`src/logic/fbrd_consts.svh`:
```
// Offsets, field positions and reset values of the frame buffer read port
// Summary of operation
// - Storage is reached as 64-bit quad words through the upper 15 address bits.
// - Each fetched quad word is unpacked into a sixteen-byte FIFO for host reads.
// - Request field bits 4:3: 01 audio, 10 video, 11 host write, 00 none.
// - Error conditions are latched in an error status register for the host.
// - Audio region starts at 0x7E00 (256KB) or 0x3E00 (128KB); below is video.
// - Fetch-complete flag sets once the quad word sits in the FIFO.
// - Reads of 0xCC return successive bytes while the address advances internally.
// - Without wrap, video reads at top set buffer end; restart resumes at zero.
// - With wrap mode on, the video read address wraps on its own.
// - Video byte address: top 15 bits go to storage, low 3 pick first byte; host writes use only the top 15.
// - Burst register accesses increment the register address after every byte, except at ports 0xCC and 0x56.
// - An audio read pointer resumes audio where the previous transfer stopped.
// - Emptying the audio buffer clears the request field.
// - Bytes to the write data port gather into 64 bits, then write once.
`ifndef FBRD_CONSTS_SVH
`define FBRD_CONSTS_SVH

`define FB_REG_STATUS 8'h20
`define FB_REG_READ_PORT 8'hCC
`define FB_REG_WDATA 8'h56
`define FB_REG_ADDR_LO 8'h58
`define FB_REG_ADDR_HI 8'h59
`define FB_REG_CTRL 8'h5A
`define FB_REG_ERR 8'h5B
`define FB_REG_APTR_LO 8'h5C
`define FB_REG_APTR_HI 8'h5D

`define FB_CTRL_REQ_HI 4
`define FB_CTRL_REQ_LO 3
`define FB_CTRL_DONE 7
`define FB_STAT_END 0
`define FB_STAT_RESTART 1
`define FB_STAT_WRAP 2
`define FB_STAT_LFC 3
`define FB_STAT_CFC 4
`define FB_ERR_EMPTY 0
`define FB_ERR_WRITE 1
`define FB_ERR_NOCAP 2

`define FB_AUDIO_START_256K 15'h7E00
`define FB_AUDIO_START_128K 15'h3E00
`define FB_QW_LAST_256K 15'h7FFF
`define FB_QW_LAST_128K 15'h3FFF
`define FB_QW_BYTES 8
`define FB_BYTE_RESET 8'h00
`define FB_QW_RESET 15'h0000

`endif

```
`src/logic/fbrd_pkg.sv`:
```
// Types shared by the frame buffer read port
`default_nettype none
package fbrd_pkg;
   typedef enum logic [1:0] {
      REQ_NONE = 2'b00,
      REQ_AUDIO = 2'b01,
      REQ_VIDEO = 2'b10,
      REQ_WRITE = 2'b11
   } req_t;
   typedef enum logic [1:0] {
      ST_IDLE = 2'b00,
      ST_FETCH = 2'b01,
      ST_WRITE = 2'b10
   } state_t;
endpackage : fbrd_pkg
`default_nettype wire

```
`src/logic/qword_byte_fifo.sv`:
```
// Byte FIFO loaded a quad word at a time, drained a byte at a time
`timescale 1ns/1ps
`default_nettype none
module qword_byte_fifo #(
   parameter int DEPTH = 16,
   parameter int AW = $clog2(DEPTH)
) (
   input wire logic clk,
   input wire logic nrst,
   input wire logic flush,
   input wire logic load,
   input wire logic [63:0] load_word,
   input wire logic [2:0] load_first,
   input wire logic pop,
   output logic [7:0] head,
   output logic [AW:0] count,
   output logic empty
);
   logic [7:0] mem [DEPTH];
   logic [AW-1:0] rd_q;
   logic [AW-1:0] wr_q;
   logic [AW:0] cnt_q;
   wire logic do_pop = pop && (cnt_q != '0);
   wire logic [AW:0] n_load = load ? (AW+1)'(4'd8 - {1'b0, load_first}) : '0;

   if (DEPTH < 16 || (DEPTH & (DEPTH - 1)) != 0) begin : g_chk
      $error("FIFO depth must be a power of two of at least 16");
   end

   assign head = mem[rd_q];
   assign count = cnt_q;
   assign empty = (cnt_q == '0);

   // Bytes below the start offset of a quad word are skipped on load
   always_ff @(posedge clk) begin
      for (int i = 0; i < 8; i++) begin
         if (load && i >= load_first) begin
            mem[wr_q + AW'(i - load_first)] <= load_word[8*i +: 8];
         end
      end
   end

   always_ff @(posedge clk) begin
      if (!nrst || flush) begin
         rd_q <= '0;
         wr_q <= '0;
         cnt_q <= '0;
      end else begin
         rd_q <= rd_q + AW'(do_pop);
         wr_q <= wr_q + n_load[AW-1:0];
         cnt_q <= cnt_q + n_load - (AW+1)'(do_pop);
      end
   end
endmodule : qword_byte_fifo
`default_nettype wire

```
`src/logic/host_frame_buffer_read_port.sv`:
```
// Host access to the frame store: fetch, unpack, byte reads and gathered writes
`timescale 1ns/1ps
`default_nettype none
`include "fbrd_consts.svh"
module host_frame_buffer_read_port #(
   parameter bit BIG_BUFFER = 1'b1,
   parameter int FIFO_DEPTH = 16
) (
   input wire logic CLK_SYS,
   input wire logic NRST,
   input wire logic REG_START,
   input wire logic [7:0] REG_ADDR,
   input wire logic REG_WR,
   input wire logic [7:0] REG_WDATA,
   input wire logic REG_RD,
   output logic [7:0] REG_RDATA,
   output logic REG_RVALID,
   output logic FS_REQ,
   output logic FS_WE,
   output logic [14:0] FS_ADDR,
   output logic [63:0] FS_WDATA,
   input wire logic FS_ACK,
   input wire logic [63:0] FS_RDATA,
   input wire logic [14:0] AUD_WR_PTR
);
   localparam int AW = $clog2(FIFO_DEPTH);
   localparam logic [14:0] AUD_START = BIG_BUFFER ? `FB_AUDIO_START_256K : `FB_AUDIO_START_128K;
   localparam logic [14:0] AUD_LAST = BIG_BUFFER ? `FB_QW_LAST_256K : `FB_QW_LAST_128K;
   localparam logic [14:0] VID_LAST = AUD_START - 15'h0001;

   fbrd_pkg::state_t state_q, state_d;
   fbrd_pkg::req_t req_q;
   logic [7:0] reg_addr_q, addr_lo_q, addr_hi_q;
   logic [2:0] first_q, err_q;
   logic [14:0] qaddr_q, aptr_q;
   logic [63:0] gather_q;
   logic [2:0] gcnt_q;
   logic done_q, end_q, wrap_q, lfc_q, cfc_q, stale_q;
   logic [7:0] head;
   logic [AW:0] fifo_cnt;
   logic fifo_empty;

   function automatic logic hit(input logic [7:0] a, input logic [7:0] r);
      hit = (a == r);
   endfunction : hit

   // Decode of the host register strobes
   wire logic [7:0] ra = reg_addr_q;
   wire logic [1:0] wr_req = REG_WDATA[`FB_CTRL_REQ_HI:`FB_CTRL_REQ_LO];
   wire logic capt_on = lfc_q || cfc_q;
   wire logic wr_ctrl = REG_WR && hit(ra, `FB_REG_CTRL);
   wire logic new_req = wr_ctrl && wr_req != 2'b00 && capt_on;
   wire logic rd_port = REG_RD && hit(ra, `FB_REG_READ_PORT);
   wire logic pop = rd_port && !fifo_empty;
   wire logic restart = REG_WR && hit(ra, `FB_REG_STATUS) && REG_WDATA[`FB_STAT_RESTART];
   wire logic wr_byte = REG_WR && hit(ra, `FB_REG_WDATA);
   wire logic byte_ok = wr_byte && req_q == fbrd_pkg::REQ_WRITE && state_q == fbrd_pkg::ST_IDLE;
   wire logic last_byte = byte_ok && gcnt_q == 3'd7;
   wire logic audio_dry = (aptr_q == AUD_WR_PTR);
   wire logic room = fifo_cnt <= (AW+1)'(FIFO_DEPTH - `FB_QW_BYTES);
   wire logic want_vid = req_q == fbrd_pkg::REQ_VIDEO && !end_q;
   wire logic want_aud = req_q == fbrd_pkg::REQ_AUDIO && !audio_dry;
   wire logic start_fetch = state_q == fbrd_pkg::ST_IDLE && !new_req && room && (want_vid || want_aud);
   // Answer to a fetch overtaken by a new request is dropped, never unpacked
   wire logic ack_any = state_q == fbrd_pkg::ST_FETCH && FS_ACK;
   wire logic ack_rd = ack_any && !stale_q && !new_req;
   wire logic stale_d = state_q == fbrd_pkg::ST_FETCH && !FS_ACK && (new_req || stale_q);
   wire logic ack_wr = state_q == fbrd_pkg::ST_WRITE && FS_ACK;
   wire logic ack_vid = ack_rd && req_q == fbrd_pkg::REQ_VIDEO;
   wire logic ack_aud = ack_rd && req_q == fbrd_pkg::REQ_AUDIO;
   wire logic vid_top = qaddr_q == VID_LAST;
   wire logic set_end = ack_vid && vid_top && !wrap_q;
   wire logic aud_done = req_q == fbrd_pkg::REQ_AUDIO && fifo_empty && audio_dry
                         && state_q == fbrd_pkg::ST_IDLE && !new_req;
   wire logic rd_err = REG_RD && hit(ra, `FB_REG_ERR);
   wire logic [2:0] err_set = {wr_ctrl && wr_req != 2'b00 && !capt_on, wr_byte && !byte_ok, rd_port && fifo_empty};
   wire logic [2:0] err_d = err_set | (err_q & ~{3{rd_err}});
   wire logic end_d = set_end || (end_q && !restart);
   wire logic done_d = ack_rd || (done_q && !new_req);
   wire logic special = hit(ra, `FB_REG_READ_PORT) || hit(ra, `FB_REG_WDATA);
   wire logic [14:0] vid_next = vid_top ? (wrap_q ? `FB_QW_RESET : qaddr_q) : qaddr_q + 15'h0001;
   wire logic [14:0] aud_next = (aptr_q == AUD_LAST) ? AUD_START : aptr_q + 15'h0001;
   wire logic [14:0] start_qw = {addr_hi_q[6:0], addr_lo_q};
   wire logic [7:0] stat_rd = {3'b000, cfc_q, lfc_q, wrap_q, 1'b0, end_q};
   wire logic [7:0] ctrl_rd = {done_q, 2'b00, req_q, first_q};
   wire logic [7:0] rd_mux = hit(ra, `FB_REG_READ_PORT) ? (fifo_empty ? `FB_BYTE_RESET : head)
                           : hit(ra, `FB_REG_STATUS) ? stat_rd
                           : hit(ra, `FB_REG_CTRL) ? ctrl_rd
                           : hit(ra, `FB_REG_ADDR_LO) ? addr_lo_q
                           : hit(ra, `FB_REG_ADDR_HI) ? addr_hi_q
                           : hit(ra, `FB_REG_ERR) ? {5'b00000, err_q}
                           : hit(ra, `FB_REG_APTR_LO) ? aptr_q[7:0]
                           : hit(ra, `FB_REG_APTR_HI) ? {1'b0, aptr_q[14:8]}
                           : `FB_BYTE_RESET;

   qword_byte_fifo #(.DEPTH(FIFO_DEPTH)) u_fifo (
      .clk(CLK_SYS),
      .nrst(NRST),
      .flush(new_req),
      .load(ack_rd),
      .load_word(FS_RDATA),
      .load_first(first_q),
      .pop(pop),
      .head(head),
      .count(fifo_cnt),
      .empty(fifo_empty)
   );

   always_comb begin
      state_d = state_q;
      case (state_q)
         fbrd_pkg::ST_IDLE: begin
            if (start_fetch) state_d = fbrd_pkg::ST_FETCH;
            else if (last_byte) state_d = fbrd_pkg::ST_WRITE;
         end
         fbrd_pkg::ST_FETCH: if (FS_ACK) state_d = fbrd_pkg::ST_IDLE;
         fbrd_pkg::ST_WRITE: if (FS_ACK) state_d = fbrd_pkg::ST_IDLE;
         default: state_d = fbrd_pkg::ST_IDLE;
      endcase
   end

   // Register address: bursts step on, except the two streaming ports
   always_ff @(posedge CLK_SYS) begin
      if (!NRST) reg_addr_q <= `FB_BYTE_RESET;
      else if (REG_START) reg_addr_q <= REG_ADDR;
      else if ((REG_RD || REG_WR) && !special) reg_addr_q <= reg_addr_q + 8'h01;
   end

   always_ff @(posedge CLK_SYS) begin
      if (!NRST) begin
         REG_RDATA <= `FB_BYTE_RESET;
         REG_RVALID <= 1'b0;
      end else begin
         REG_RVALID <= REG_RD;
         if (REG_RD) REG_RDATA <= rd_mux;
      end
   end

   always_ff @(posedge CLK_SYS) begin
      if (!NRST) begin
         addr_lo_q <= `FB_BYTE_RESET;
         addr_hi_q <= `FB_BYTE_RESET;
         {wrap_q, lfc_q, cfc_q} <= 3'b000;
      end else if (REG_WR) begin
         if (hit(ra, `FB_REG_ADDR_LO)) addr_lo_q <= REG_WDATA;
         if (hit(ra, `FB_REG_ADDR_HI)) addr_hi_q <= {1'b0, REG_WDATA[6:0]};
         if (hit(ra, `FB_REG_STATUS)) begin
            wrap_q <= REG_WDATA[`FB_STAT_WRAP];
            lfc_q <= REG_WDATA[`FB_STAT_LFC];
            cfc_q <= REG_WDATA[`FB_STAT_CFC];
         end
      end
   end

   always_ff @(posedge CLK_SYS) begin
      if (!NRST) begin
         state_q <= fbrd_pkg::ST_IDLE;
         err_q <= 3'b000;
         end_q <= 1'b0;
         done_q <= 1'b0;
         stale_q <= 1'b0;
      end else begin
         state_q <= state_d;
         stale_q <= stale_d;
         err_q <= err_d;
         end_q <= end_d;
         done_q <= done_d;
      end
   end

   // Request, offsets and the two fetch addresses
   always_ff @(posedge CLK_SYS) begin
      if (!NRST) begin
         req_q <= fbrd_pkg::REQ_NONE;
         first_q <= 3'b000;
         qaddr_q <= `FB_QW_RESET;
         aptr_q <= AUD_START;
      end else if (new_req) begin
         req_q <= fbrd_pkg::req_t'(wr_req);
         first_q <= (wr_req == fbrd_pkg::REQ_VIDEO) ? REG_WDATA[2:0] : 3'b000;
         qaddr_q <= start_qw;
      end else begin
         if (aud_done) req_q <= fbrd_pkg::REQ_NONE;
         if (ack_rd) first_q <= 3'b000;
         if (ack_vid) qaddr_q <= vid_next;
         else if (ack_wr) qaddr_q <= qaddr_q + 15'h0001;
         else if (restart) qaddr_q <= `FB_QW_RESET;
         if (ack_aud) aptr_q <= aud_next;
      end
   end

   // Write bytes land lowest lane first
   always_ff @(posedge CLK_SYS) begin
      if (!NRST || new_req) begin
         gather_q <= '0;
         gcnt_q <= 3'b000;
      end else if (byte_ok) begin
         gather_q[8*gcnt_q +: 8] <= REG_WDATA;
         gcnt_q <= gcnt_q + 3'b001;
      end
   end

   // Storage port: request held until acknowledged
   always_ff @(posedge CLK_SYS) begin
      if (!NRST) begin
         FS_REQ <= 1'b0;
         FS_WE <= 1'b0;
         FS_ADDR <= `FB_QW_RESET;
         FS_WDATA <= '0;
      end else if (start_fetch) begin
         FS_REQ <= 1'b1;
         FS_WE <= 1'b0;
         FS_ADDR <= want_aud ? aptr_q : qaddr_q;
      end else if (last_byte) begin
         FS_REQ <= 1'b1;
         FS_WE <= 1'b1;
         FS_ADDR <= qaddr_q;
         FS_WDATA <= {REG_WDATA, gather_q[55:0]};
      end else if (FS_ACK) begin
         FS_REQ <= 1'b0;
         FS_WE <= 1'b0;
      end
   end
endmodule : host_frame_buffer_read_port
`default_nettype wire

```
`config.mk`:
```
export PLATFORM = sky130hd
export DESIGN_NAME = host_frame_buffer_read_port
export DESIGN_NICKNAME = d
export VERILOG_FILES = /design/src/logic/fbrd_pkg.sv /design/src/logic/qword_byte_fifo.sv /design/src/logic/host_frame_buffer_read_port.sv
export VERILOG_INCLUDE_DIRS = /design/src /design/src/logic
export SDC_FILE = /design/constraint.sdc
export NUM_CORES = 2
export LEC_CHECK = 0
export ABC_AREA = 1
export CAP_MARGIN = 15
export CORE_MARGIN = 10
export CORE_UTILIZATION = 50
export CTS_CLUSTER_SIZE = 8
export DETAILED_ROUTE_END_ITERATION = 8
export DONT_BUFFER_PORTS = 1
export HOLD_SLACK_MARGIN = 0.15
export PLACE_DENSITY = 0.69
export SLEW_MARGIN = 20
export SYNTH_ARGS = -nofsm -noshare
export SYNTH_HDL_FRONTEND = slang
export SYNTH_HIERARCHICAL = 1
export SYNTH_SLANG_ARGS = --single-unit
```
`constraint.sdc`:
```
create_clock -name CLK_SYS -period 4.1 [get_ports CLK_SYS]
set_clock_uncertainty 0.1 [all_clocks]
set_input_delay 0.615 -clock CLK_SYS [delete_from_list [all_inputs] [get_ports CLK_SYS]]
set_output_delay 0.615 -clock CLK_SYS [all_outputs]
set_load 0.02 [all_outputs]
```
==> impl_metrics.toml <==
[synthesis]
ys.flop_type = "dfxtp_1"
synthArstFlopShare_pct = 0
syn_area_um2 = 28100
synth_area_leader_cell = "nand2_1"
ys_ff_latch = 359
syn-num-nets = 4746
syn_inst = 4594
syn_avg_cell_area_um2 = 6.11
synth-edff-count = 128
netlist_top_cells_area = "nand2_1 (20%), dfxtp_1 (16%), edfxtp_1 (14%)"
synth_cell_type_count = 49
ys_seq_area_share_pct = 30.2
yosysWarnings = 6
netlist.area_leader.share_pct = 19.7

[power_and_ir_drop]
p_total_mw = 8.36
powerDensity_nw_per_um2 = 272
switching_share_pct = 25.9
power_switching_mw = 2.16
p_leak_nw = 13.3
irDropWorstVdd_v = 0.000326
pwr-share-clk_pct = 46.7
combPwrFrac_pct = 8.8
p_seq_share_pct = 44.5
p_int_mw = 6.20

[drt]
ant_nets = 0
post_drt_wl_per_cell_um = 26.6
drcViolationCount = 0
drtIter0Drc = 5180
via_count = 33200
vias_per_cell = 6.20
routed_wl_mm = 142
first_pass_iters = 6

[cts]
cts_buffers = 51
cts_tree = "yes"
clk_path_buf_depth = 3
cts_sinks = 359
clk_latency_ps = 610
clkTransAtPathRegs_ps = 50
cts_htree_levels = 2
clockRootBuffer = "clkbuf_16"

[global_route]
grt_pass1_wl_mm = 204
use_met3_pct = 10.8
grt-ovfl-total = 0
grt_usage_pct = 41.4
antenna_found_initial = 7
grt_max_degree = 83
grt_pass1_vias = 30800
gr-usage-met2_pct = 65.0
top_usage_layer = "met2"
use_met1_pct = 47.6

[finish]
post-route-util_pct = 55.6
layout_commonest_cell = "nand2_1"
nFillCells = 5698
nets = 4726
multiInputGateArea_um2 = 16600
syn2layout_area_growth_pct = 9.62
layout-drive-gt1-share_pct = 7.46
final_cell_mix = "nand2_1 (1473), inv_1 (497), nand3_1 (466)"
ff_latch_area_um2 = 8470
final_cells = 5350

[critical_path]
cp_max_fo = 15
arrival_ps = 4040
cp-start-kind = "flop"
cp-end-kind = "flop"
crit_type = "flop to flop"
worstPathRequired_ps = 4110

[floorplanning]
die_area_um2 = 66000
fp.dieH_um = 257
io_pins = 191
start_util_pct = 50.7
rows = 86
core_um2 = 55300
die_w_um = 257

[job]
maxCapViolCount = 0

[timing]
worstMarginPinSlew_ps = 1160
hold_viol = 0
setup_violations = 0
rsz0062_at_grt = "no"
worst_slack_ps = 72.5
fin_crit_sh_pct = 98.2
fin_tns_setup_ps = 0
fmax_mhz = 248
max-slew-margin-rel_pct = 22.6
min_period_ps = 4030
final_max_slew_viol_count = 0

[placement]
dp_cells = 5236
dp_hpwl_mm = 104
portBuffers = 0
routabilityCongestion = 1.07
place_ws_ps = 218

[status]
status = "finished, final reports clean"

[hold_path]
hold_class = "input pin to flop"
-- final timing paths --
kind	from	to	slack (ps)	depth (start not counted)
worst max register to register	ra[0]	u_fifo/mem[7][2]	70	14
worst min register to register	gather_q[8]	gather_q[8]	350	2
worst max-delay path	ra[0]	u_fifo/mem[7][2]	70	14
worst min-delay path	FS_RDATA[63]	u_fifo/mem[3][7]	170	2
-- power by group through the flow --
stage	Sequential [mW]	Clock [mW]	Combinational, mW
6_report	3.72	3.90	0.738
5_1_grt	3.72	4.08	0.763
4_1_cts	3.72	3.94	0.691
3_5_place_dp	3.79	0	0.613
3_3_place_gp	3.79	0	0.612
2_1_floorplan	3.78	0	0.403
-- area by class of cell --
type | count | share of cell area [%]
Antenna cell | 6 | 0.0488
Clock buffer | 72 | 4.54
Clock inverter | 3 | 0.187
Inverter | 550 | 6.71
Multi-Input combinational cell | 3468 | 54.1
Sequential cell | 359 | 27.5
Tap cell | 748 | 3.04
Timing Repair Buffer | 144 | 3.85
-- logic make-up after synthesis --
logic type      share of synthesized area (%)
flops                                    30.2
xor+xnor                                 1.04
mux                                      1.18
simple gates                             37.7
buf+inv                                  10.6
fa+ha+maj                                2.57
compound gates                           16.6
-- synth_stat cells (5+ instances only) --
| cell type | instances |
|---|---|
| nand2_1 | 1473 |
| inv_1 | 497 |
| nand3_1 | 469 |
| a21oi_1 | 442 |
| o21ai_0 | 311 |
| nor2_1 | 291 |
| dfxtp_1 | 231 |
| clkbuf_1 | 142 |
| edfxtp_1 | 128 |
| nand4_1 | 64 |
| nor2_2 | 59 |
| buf_2 | 51 |
| o211ai_1 | 48 |
| nor3_1 | 45 |
| ha_1 | 40 |
| inv_2 | 40 |
| mux2i_1 | 33 |
| nand2_2 | 21 |
| nor2_4 | 20 |
| o21ai_1 | 20 |
| xor2_1 | 20 |
| o21a_1 | 17 |
| a211oi_1 | 13 |
| buf_1 | 13 |
| clkinv_1 | 13 |
| buf_4 | 11 |
| fa_1 | 11 |
| o22ai_1 | 8 |
| nand3_2 | 7 |
| nor4_1 | 7 |
| a31oi_1 | 6 |
| xnor2_1 | 6 |
| a22oi_1 | 5 |
| or2_2 | 5 |
-- registers in the layout, indices dropped and copies added (netlist names), 2 cells and up --
name,count
aptr_q,15
u_fifo/rd_q,4
first_q,3
ra,8
req_q,2
u_fifo/count,5
addr_lo_q,8
addr_hi_q,7
err_q,3
FS_WDATA,64
u_fifo/wr_q,4
FS_ADDR,15
gather_q,56
state_q,2
u_fifo/mem,128
REG_RDATA,8
qaddr_q,15
gcnt_q,3
-- stage by stage --
stage,cell area [um2],hold WS (ps)
finish,30800,169
global route,30800,159
CTS,30700,152
detailed placement,28900,344
global placement,28900,336
floorplan,28100,327
-- timing repair --
action / 4_1_cts / 5_1_grt
resized for setup: 0 / 5
setup buffers: 0 / 4
endpoints found under the setup margin: 0 / 6
hold buffers: 29 / 0
endpoints found under the hold margin: 223 / 0
-- layer usage --
| metal | up-vias | wire length (um) |
|---|---|---|
| li1 | 14900 | - |
| met1 | 15100 | 48800 |
| met2 | 2400 | 62500 |
| met3 | 669 | 17700 |
| met4 | 14 | 13100 |
| met5 | - | 98 |
-- critical path, cell delays in order, from the launching register on --
cell      delay (ps)
dfxtp_1          360
inv_1            110
ha_1             180
inv_1             50
nor2_1           190
nand3_2          120
nor2_4           120
nor2_2            40
buf_4            210
nand2_2          130
nor2_1            70
a21oi_1          410
nor2_1           350
a211oi_1         450
nand4_1          640
(Power assumes the default switching activity.)
